$ cat config.mk
export PLATFORM = sky130hd
export DESIGN_NAME = pk_engine_status_flags
export DESIGN_NICKNAME = d
export VERILOG_FILES = /design/src/pk_status_pkg.sv /design/src/feed_if.sv /design/src/feed_buffer.sv /design/src/pk_engine_status_flags.sv
export SDC_FILE = /design/constraint.sdc
export NUM_CORES = 1
export LEC_CHECK = 0
export BUFFER_PORTS_ARGS = -buffer_cell sky130_fd_sc_hd__buf_4
export CORE_AREA = 5 5 101 103
export CTS_CLUSTER_SIZE = 16
export DETAILED_ROUTE_END_ITERATION = 6
export DIE_AREA = 0 0 106 108
export MAX_ROUTING_LAYER = met4
export PLACE_DENSITY = 0.78
export SKIP_CTS_REPAIR_TIMING = 1
export SLEW_MARGIN = 20
export SYNTH_ARGS = -nofsm -noshare
export SYNTH_HDL_FRONTEND = slang
export SYNTH_SLANG_ARGS = --single-unit
$ cat constraint.sdc
create_clock -name sys_clk -period 1.7 [get_ports sys_clk]
set_clock_uncertainty 0.1 [all_clocks]
set_input_delay 0.34 -clock sys_clk [delete_from_list [all_inputs] [get_ports sys_clk]]
set_output_delay 0.34 -clock sys_clk [all_outputs]
set_load 0.01 [all_outputs]
$ cat src/pk_status_pkg.sv
package pk_status_pkg;
    // Register offsets on the host port
    localparam logic [11:0] CTRL_ADDR     = 12'hb00;
    localparam logic [11:0] STATUS_ADDR   = 12'hb02;
    localparam logic [11:0] MASK_ADDR     = 12'hb04;
    localparam logic [11:0] FEED_ADDR     = 12'hb06;
    // Status field positions, counted from the least significant bit
    localparam int          DONE_BIT      = 0;
    localparam int          FAULT_BIT     = 1;
    localparam int          OOR_BIT       = 2;
    localparam int          IRQ_BIT       = 3;
    localparam int          FEED_RDY_BIT  = 4;
    // Control field positions
    localparam int          CTRL_START_BIT  = 3;
    localparam int          CTRL_IRQ_EN_BIT = 4;
    // Reset values and writable fields
    localparam logic [15:0] STATUS_RESET  = 16'h0001;
    localparam logic [15:0] EVENT_RESET   = 16'h0000;
    localparam logic [15:0] CTRL_RESET    = 16'h0000;
    localparam logic [15:0] MASK_RESET    = 16'h0000;
    localparam logic [15:0] EVENT_BITS    = 16'h0017;
    localparam logic [15:0] MASK_WMASK    = 16'h0017;
    // Boot routine length
    localparam int          CLK_PERIOD_NS = 40;
    localparam int          BOOT_TIME_NS  = 10240;
    localparam int          BOOT_CYCLES   = (BOOT_TIME_NS + CLK_PERIOD_NS - 1) / CLK_PERIOD_NS;
    localparam logic [15:0] BOOT_LAST     = 16'(BOOT_CYCLES - 1);
    // Engine sequencing states
    typedef enum logic [1:0] {
        ST_BOOT = 2'b00,
        ST_IDLE = 2'b01,
        ST_RUN  = 2'b10
    } eng_state_type;
endpackage
$ cat src/feed_if.sv
interface feed_if;
    logic [31:0] wdata;
    logic        wr;
    logic        take;
    logic [31:0] word;
    logic        valid;
    logic        ready_pulse;
    modport host_side   (output wdata, wr, take, input word, valid, ready_pulse);
    modport buffer_side (input wdata, wr, take, output word, valid, ready_pulse);
endinterface

$ cat src/feed_buffer.sv
module feed_buffer (
    input  wire logic      sys_clk, // Engine clock
    input  wire logic      rst_n,   // Asynchronous reset, active low
    feed_if.buffer_side    fb       // Host writes in, sequencer takes out
);
    logic [31:0] hold_r;
    logic        hold_full_r;
    logic [31:0] active_r;
    logic        active_valid_r;
    logic        move;

    // Holding word advances when the active slot is empty or being consumed
    assign move = hold_full_r && (!active_valid_r || fb.take);

    // Holding slot, filled by host writes
    always_ff @(posedge sys_clk or negedge rst_n) begin
        if (!rst_n) begin
            hold_r      <= 32'h0;
            hold_full_r <= 1'b0;
        end else if (fb.wr) begin
            hold_r      <= fb.wdata;
            hold_full_r <= 1'b1;
        end else if (move) begin
            hold_full_r <= 1'b0;
        end
    end

    // Active slot, read by the sequencer
    always_ff @(posedge sys_clk or negedge rst_n) begin
        if (!rst_n) begin
            active_r       <= 32'h0;
            active_valid_r <= 1'b0;
        end else if (move) begin
            active_r       <= hold_r;
            active_valid_r <= 1'b1;
        end else if (fb.take) begin
            active_valid_r <= 1'b0;
        end
    end

    // A slot frees up and the host has not refilled it in the same cycle
    assign fb.ready_pulse = (move || (fb.take && active_valid_r)) && !fb.wr;
    assign fb.word        = active_r;
    assign fb.valid       = active_valid_r;
endmodule

$ cat src/pk_engine_status_flags.sv
// Notes on behaviour
// - After start, next jump to zero flags.
// - Any status write clears, never loads.
// - Feed-ready bit set when word accepted.
// - Feed write clears feed-ready; interrupt too if no other unmasked event pends.
// - Interrupt drops two cycles after feed write.
// - Feed port double-buffered; host refills in time.
// - Interrupt bit mirrors pin, ignores enable.
// - Unknown address access sets out-of-range.
// - Out-of-range read data is zero.
// - General fault bit for other errors.
// - Jump to address zero sets completion.
// - Busy booting; completion set when ready.
// - Errors set their status bit to one.
// - Enable low holds interrupt pin low.
// - Masked status bit causes no interrupt.
module pk_engine_status_flags
    import pk_status_pkg::*;
(
    input  wire logic        sys_clk,       // Engine clock, 25 MHz
    input  wire logic        rst_n,         // Asynchronous reset, active low
    input  wire logic [11:0] reg_addr,      // Register address
    input  wire logic [31:0] reg_wdata,     // Register write data
    input  wire logic        reg_wr,        // Write strobe
    input  wire logic        reg_rd,        // Read strobe
    output logic      [31:0] reg_rdata,     // Read data, cycle after strobe
    input  wire logic        seq_jump_zero, // Sequencer branched to address zero
    input  wire logic        seq_fault,     // Sequencer general error pulse
    input  wire logic        seq_feed_take, // Sequencer consumes active feed word
    output logic      [31:0] feed_word,     // Active multiplier word
    output logic             feed_valid,    // Active multiplier word present
    output logic             start_pulse,   // One-cycle start to sequencer
    output logic             engine_busy,   // Boot or run in progress
    output logic             irq_out        // Interrupt pin, active high
);
    // Sequencing state and boot timer
    eng_state_type state_r;
    eng_state_type state_nxt;
    logic [15:0]   boot_cnt_r;
    // Status, control and mask storage
    logic [15:0]   event_r;
    logic [15:0]   event_nxt;
    logic [15:0]   ctrl_r;
    logic [15:0]   mask_r;
    logic          irq_cond;
    logic          irq_cond_r;
    logic          irq_r;
    // Host port decode and event vectors
    logic          ctrl_wr;
    logic          status_wr;
    logic          mask_wr;
    logic          feed_wr;
    logic          oor_access;
    logic          boot_end;
    logic          start_req;
    logic [15:0]   set_vec;
    logic [15:0]   clr_vec;
    logic [15:0]   status_view;
    logic [31:0]   rdata_r;

    feed_if fport ();

    // True for every address that holds a register
    function automatic logic is_mapped(input logic [11:0] addr);
        return (addr == CTRL_ADDR) || (addr == STATUS_ADDR) ||
               (addr == MASK_ADDR) || (addr == FEED_ADDR);
    endfunction

    // Address decode of host strobes
    assign ctrl_wr    = reg_wr && (reg_addr == CTRL_ADDR);
    assign status_wr  = reg_wr && (reg_addr == STATUS_ADDR);
    assign mask_wr    = reg_wr && (reg_addr == MASK_ADDR);
    assign feed_wr    = reg_wr && (reg_addr == FEED_ADDR);
    assign oor_access = (reg_wr || reg_rd) && !is_mapped(reg_addr);
    assign start_req  = ctrl_wr && reg_wdata[CTRL_START_BIT] && (state_r == ST_IDLE);

    // Double-buffered multiplier feed
    assign fport.wdata = reg_wdata;
    assign fport.wr    = feed_wr;
    assign fport.take  = seq_feed_take;

    feed_buffer i_feed_buffer (
        .sys_clk (sys_clk),
        .rst_n   (rst_n),
        .fb      (fport)
    );

    assign feed_word  = fport.word;
    assign feed_valid = fport.valid;

    // Boot routine timer, runs once after reset
    always_ff @(posedge sys_clk or negedge rst_n) begin
        if (!rst_n) begin
            boot_cnt_r <= 16'h0;
        end else if (state_r == ST_BOOT) begin
            boot_cnt_r <= boot_cnt_r + 16'h1;
        end
    end

    assign boot_end = (state_r == ST_BOOT) && (boot_cnt_r == BOOT_LAST);

    // Engine sequencing state
    always_comb begin
        state_nxt = state_r;
        unique case (state_r)
            ST_BOOT: begin
                if (boot_end) begin
                    state_nxt = ST_IDLE;
                end
            end
            ST_IDLE: begin
                if (start_req) begin
                    state_nxt = ST_RUN;
                end
            end
            ST_RUN: begin
                if (seq_jump_zero) begin
                    state_nxt = ST_IDLE;
                end
            end
            default: begin
                state_nxt = ST_IDLE;
            end
        endcase
    end

    always_ff @(posedge sys_clk or negedge rst_n) begin
        if (!rst_n) begin
            state_r <= ST_BOOT;
        end else begin
            state_r <= state_nxt;
        end
    end

    // Start command pulse towards the sequencer
    always_ff @(posedge sys_clk or negedge rst_n) begin
        if (!rst_n) begin
            start_pulse <= 1'b0;
        end else begin
            start_pulse <= start_req;
        end
    end

    assign engine_busy = (state_r != ST_IDLE);

    // Event sources; each sets its own status bit
    always_comb begin
        set_vec               = 16'h0;
        set_vec[DONE_BIT]     = boot_end || (seq_jump_zero && state_r != ST_BOOT);
        set_vec[FAULT_BIT]    = seq_fault;
        set_vec[OOR_BIT]      = oor_access;
        set_vec[FEED_RDY_BIT] = fport.ready_pulse;
    end

    // Status writes clear everything; feed writes clear the feed-ready bit
    always_comb begin
        clr_vec = 16'h0;
        if (status_wr) begin
            clr_vec = EVENT_BITS;
        end
        if (feed_wr) begin
            clr_vec[FEED_RDY_BIT] = 1'b1;
        end
    end

    // Sticky status events, set wins over clear, write data never loaded
    assign event_nxt = ((event_r & ~clr_vec) | set_vec) & EVENT_BITS;

    always_ff @(posedge sys_clk or negedge rst_n) begin
        if (!rst_n) begin
            event_r <= EVENT_RESET;
        end else begin
            event_r <= event_nxt;
        end
    end

    // Control and mask registers
    always_ff @(posedge sys_clk or negedge rst_n) begin
        if (!rst_n) begin
            ctrl_r <= CTRL_RESET;
        end else if (ctrl_wr) begin
            ctrl_r[CTRL_IRQ_EN_BIT] <= reg_wdata[CTRL_IRQ_EN_BIT];
        end
    end

    always_ff @(posedge sys_clk or negedge rst_n) begin
        if (!rst_n) begin
            mask_r <= MASK_RESET;
        end else if (mask_wr) begin
            mask_r <= reg_wdata[15:0] & MASK_WMASK;
        end
    end

    // Unmasked pending events, independent of the global enable
    assign irq_cond = |(event_r & ~mask_r);

    // Mirror bit and pin both registered from the same term
    always_ff @(posedge sys_clk or negedge rst_n) begin
        if (!rst_n) begin
            irq_cond_r <= 1'b0;
            irq_r      <= 1'b0;
        end else begin
            irq_cond_r <= irq_cond;
            irq_r      <= irq_cond && ctrl_r[CTRL_IRQ_EN_BIT];
        end
    end

    assign irq_out = irq_r;

    // Status as seen by the host
    always_comb begin
        status_view          = event_r;
        status_view[IRQ_BIT] = irq_cond_r;
    end

    // Read data, valid only in the cycle after the strobe
    always_ff @(posedge sys_clk or negedge rst_n) begin
        if (!rst_n) begin
            rdata_r <= 32'h0;
        end else if (reg_rd) begin
            unique case (reg_addr)
                CTRL_ADDR: begin
                    rdata_r <= {16'h0, 11'h0, ctrl_r[CTRL_IRQ_EN_BIT],
                                (state_r == ST_RUN), 3'h0};
                end
                STATUS_ADDR: begin
                    rdata_r <= {16'h0, status_view};
                end
                MASK_ADDR: begin
                    rdata_r <= {16'h0, mask_r};
                end
                default: begin
                    rdata_r <= 32'h0;
                end
            endcase
        end else begin
            rdata_r <= 32'h0;
        end
    end

    assign reg_rdata = rdata_r;
endmodule

==> out/results.ini, run 1 <==
[run_status]
status = finished, final reports clean

[grt]
grt_use_total_pct = 15.31
antenna_found_initial = 0
grt_overflow = 0
grt_first_pass_wirelength_um = 13570
grt_max_degree = 34
grt_pass1_vias = 2814

[clocking]
clockBufferDepth = 2
cts_tree = yes
clkTransAtPathRegs_ns = 0.09
cts-root-buf = clkbuf_8
insertion_delay_ns = 0.35
htreeDepth = 3
cts_sinks = 101
cts_buffers = 9

[timing]
whs_ns = 0.09444
drv_slew = 0
fin_crit_ns = 1.644
setup_tns_ns = 0
post-route-period-util_pct = 96.69
rsz0062_at_grt = true
setup_viol = 0
fmax_ghz = 0.6083
hold_viol_final = 0

[critical_path]
slowest_stage = or4_4
crit_type = register to register
path_delay_family = simple AND/OR/NAND/NOR gates
crit_chain = or2_4 -> or4_4 -> nor2_2 -> xor2_1
crit_buf_inv = 0
crit_path_start_kind = register
required_ns = 1.87
critPathLaunch = state_r[1]
arrival_ns = 1.81
cp-endpoint = boot_cnt_r[15]
rr_endpoint = boot_cnt_r[15]
ff2ff_setup_slack_ns = 0.06
cp_max_fo = 4
critPathCaptureType = register
ff2ff_path_depth = 4
slowest_delay_ns = 0.53
r2r_start = state_r[1]
worst-path-stages = 4

[cells_and_area]
fillCellCount = 754
multi_input_area_mm2 = 0.001530
layout_common_cells = dfrtp_1, buf_4, mux2_2
regArea_mm2 = 0.002527
n_antenna_cell = 0
utilization_pct = 57.98
layout.nets = 470
fin_cells = 533
syn_to_final_growth_pct = 24.92
drive_above_1_share_pct = 46.45

[drt]
wl_per_cell_um = 15.00
postRouteWirelength_um = 7997
final_antenna_net_count = 0
via_count = 2637
dr.first_iter.drc_count = 115
firstDrtPassIters = 4
drc = 0
viasPerCell = 4.947

[pwr]
pwr-share-clk_pct = 36.4
combPwrFrac_pct = 5.3
p_switching_w = 0.0009098
pwr-share-seq_pct = 58.3
ir_drop_uv = 384.9
internal-power_w = 0.003226
powerDensity_mw_per_mm2 = 783.2
p_sw_share_pct = 22.00
leakage_nw = 2.819

[worst_hold_path]
hold_class = primary input to register
worstHoldStart = seq_fault

[placed_design]
place.gp.congestion = 0.8256
dp_hpwl_um = 6102
port_buffers = 91
post-place-cells = 517

[floorplanning]
fp.dieW_um = 106
dieArea_mm2 = 0.01145
die_h_um = 108
rows = 35
io_pins = 119
start_util_pct = 46.41
core_mm2 = 0.009109

[synthesis]
syn_avg_cell_area_um2 = 13.55
netlist.area_leader.share_pct = 59.78
ys_seq_elements = 101
synth_area_mm2 = 0.004228
synth_area_leaders = dfrtp_1, mux2_2, buf_4
yosysSeqAreaShare_pct = 59.78
ys_types = 40
synthCells = 312
synth_area_leader_cell = dfrtp_1
ys_warn_count = 0

[job]
drv_cap = 0

==> logic make-up (layout without fill, tap and decap cells) <==
logic type / Yosys count / count (layout) / share of synthesized area [%]
compound gates: 14 / 14 / 2.308
xor+xnor: 15 / 15 / 3.107
fa+ha+maj: 1 / 1 / 0.2959
buf+inv: 43 / 127 / 6.511
flops: 101 / 101 / 59.78
mux: 71 / 71 / 18.88
other cells: 1 / 27 / 0.08870
simple gates: 66 / 66 / 9.026
==> power by group through the flow <==
| stage | registers [W] | logic [W] | clock network [W] |
|---|---|---|---|
| 2_1_floorplan | 0.00246 | 0.0000987 | 0 |
| 3_3_place_gp | 0.00246 | 0.000214 | 0 |
| 3_5_place_dp | 0.00246 | 0.000219 | 0 |
| 4_1_cts | 0.00241 | 0.000219 | 0.00157 |
| 5_1_grt | 0.00242 | 0.000244 | 0.00168 |
| 6_report | 0.00241 | 0.000217 | 0.00151 |
==> stage by stage <==
| step | total power (W) | setup WS (ns) | area, um^2 |
|---|---|---|---|
| 2_1_floorplan | 0.002559 | -0.02176 | 4328 |
| 3_3_place_gp | 0.002674 | -0.1410 | 5066 |
| 3_5_place_dp | 0.002679 | -0.2109 | 5066 |
| 4_1_cts | 0.004201 | 0.02781 | 5264 |
| 5_1_grt | 0.004340 | -0.009023 | 5281 |
| 6_report | 0.004136 | 0.05620 | 5281 |
==> sequential cells by signal (all words and copies together) (netlist names) <==
signal / cells
i_feed_buffer.hold_full_r: 1
mask_r: 4
reg_rdata: 5
i_feed_buffer.fb.valid: 1
state_r: 2
i_feed_buffer.fb.word: 32
irq_cond_r: 1
ctrl_r: 1
irq_out: 1
start_pulse: 1
boot_cnt_r: 16
i_feed_buffer.hold_r: 32
event_r: 4
==> cell type report <==
type | instances | share of cell area [%]
timing repair buffer | 107 | 16.44
clock inverter | 5 | 1.137
clock buffer | 10 | 2.606
tap | 111 | 2.630
multi-input combinational | 194 | 28.97
sequential | 101 | 47.86
inverter | 5 | 0.3554
==> worst min path at each step <==
stage,endpoint,slack (ns),cells after the start
final,event_r[1],0.09,2
after global routing,event_r[1],0.07,2
after CTS,boot_cnt_r[3],-0.20,1
after detailed placement,boot_cnt_r[3],0.19,1
after global placement,state_r[0],0.19,1
after floorplan,boot_cnt_r[0],-0.06,0
==> per-layer routing <==
layer	vias up	wire length, um	track usage [%]
met5	-	0	-
met4	0	81	4.903
met3	11	376	3.045
met2	72	4209	25.77
met1	1315	3329	18.75
li1	1239	-	-
==> synth_stat cells, drive strengths merged <==
master and instances:
nor2 16, or2 2, nand2 8, nand3 7, nand2b 3, o21a 2
nand4 6, a221o 1, buf 35, mux2 70, inv 5, nor2b 3
nor4 2, o221ai 1, a22oi 4, o21ai 1, ha 1, a31oi 1
conb 1, mux2i 1, and3 4, and2 3, clkbuf 3, a21o 1
or4 1, nor3b 2, nor3 4, and4b 2, dfrtp 101, xor2 5
a21oi 3, xnor2 10, and4 3
(Power assumes the default switching activity.)
==> run 2: changes to the inputs <==
SETUP_SLACK_MARGIN = 0.5   (was not set)
==> run 2 against run 1 <==
  * The run now ends with hold timing left
  * Global-route usage up 0.068 points
  * Hold slack worse by 0.30 ns
  * Non-clock buffer count up 33
  * Largest power group unchanged
==> out/results.ini, run 2 (synthesis gave the netlist of run 1 again) <==
[grt]
grt_pass1_vias = 2728
grt_max_degree = 44
grt_first_pass_wirelength_um = 13630
antenna_found_initial = 0
grt_use_total_pct = 15.38
grt_overflow = 0

[pwr]
powerDensity_mw_per_mm2 = 689.7
totalPowerFinal_w = 0.004268
leakage_nw = 3.333
ir_drop_uv = 444.6

[critical_path]
required_ns = 1.88
cp_max_fo = 3
crit_chain = or2_4 -> or4_4 -> nor2_2 -> xor2_1
crit_type = register to register
arrival_ns = 1.83
critPathCaptureType = register
slowest_stage = or4_4
path_delay_family = simple AND/OR/NAND/NOR gates
crit_buf_inv = 0
crit_path_start_kind = register
slowest_delay_ns = 0.53

[cells_and_area]
mostFrequentLayoutCell = dfrtp_1
fillCellCount = 583
design_area_mm2 = 0.006188
layout.nets = 503
n_antenna_cell = 0
layout_common_cells = dfrtp_1, buf_4, mux2_4
drive_above_1_share_pct = 56.14
syn_to_final_growth_pct = 46.37

[floorplanning]
fp.dieW_um = 106
rows = 35
io_pins = 119
dieArea_mm2 = 0.01145
start_util_pct = 46.41
core_mm2 = 0.009109
die_h_um = 108

[placed_design]
place_area_mm2 = 0.005223
place.gp.congestion = 0.7683
dp_hpwl_um = 6145
pre_cts_ws_ns = -0.1171
port_buffers = 91

[timing]
fin_crit_ns = 1.647
post-route-period-util_pct = 96.88
rsz0062_at_grt = true
fmax_ghz = 0.6072
hold_viol_final = 28
worst_slack_ns = 0.05310
whs_ns = -0.2052
drv_slew = 0
setup_viol = 0
setup_tns_ns = 0

[drt]
via_count = 2824
firstDrtPassIters = 4
wl_per_cell_um = 17.14
postRouteWirelength_um = 9717
final_antenna_net_count = 0
dr.first_iter.drc_count = 102
drc = 0
viasPerCell = 4.981

[clocking]
insertion_delay_ns = 0.36
cts_buffers = 9
cts-root-buf = clkbuf_8
htreeDepth = 3
cts_sinks = 101
clkTransAtPathRegs_ns = 0.10
clockBufferDepth = 2
cts_tree = yes

[job]
drv_cap = 0

[run_status]
status = finished, violations left
violations = hold timing

[worst_hold_path]
hold_class = primary input to asynchronous set/reset pin

## run 2: changes by cell type in the layout (fill, tap and decap cells not counted), moves of 3 or more
cell     change
mux2_4      +70
mux2_2      -69
buf_6       +48
buf_4       -18
nand3_1      -5
and3_1       -3
and3_4       +3
nand3_4      +3
## run 2: cell type report
| cell class | instances | area, um^2 | share of cell area, % |
|---|---|---|---|
| flip-flops and latches | 101 | 2527 | 40.84 |
| clock inverters | 7 | 92.59 | 1.496 |
| inverters | 5 | 18.77 | 0.3033 |
| well taps | 111 | 138.9 | 2.244 |
| clock buffers | 9 | 123.9 | 2.002 |
| repair buffers | 140 | 1344 | 21.71 |
| multi-input cells | 194 | 1943 | 31.40 |
## run 2: power by group
part / switching (W) / leakage (nW) / internal (W)
logic: 0.000125 / 1.84 / 0.000104
registers: 0.00000622 / 1.38 / 0.00241
clock network: 0.000902 / 0.109 / 0.000723
## run 2: worst paths after layout
kind	start	cells after the start	end	slack (ns)
max	state_r[0]	4	boot_cnt_r[11]	0.05
min	rst_n	1	i_feed_buffer.fb.word[17]	-0.21
max reg2reg	state_r[0]	4	boot_cnt_r[11]	0.05
min reg2reg	boot_cnt_r[15]	1	boot_cnt_r[15]	0.40
max in group asynchronous	rst_n	2	ctrl_r[4]	1.15
min in group sys_clk	seq_fault	2	event_r[1]	0.08
## run 2: per-stage QoR
step | util [%] | cells
after CTS | 59.71 | 532
final | 67.94 | 567
after floorplan | - | 338
after global routing | 67.94 | 567
after detailed placement | 57.34 | 516
after global placement | 57.34 | 516
## run 2: per-layer routing
| layer | GRT usage [%] | wire length, um |
|---|---|---|
| met1 | 20.50 | 4119 |
| met2 | 23.91 | 5039 |
| met3 | 3.104 | 466 |
| met4 | 4.903 | 91 |
| met5 | - | 0 |
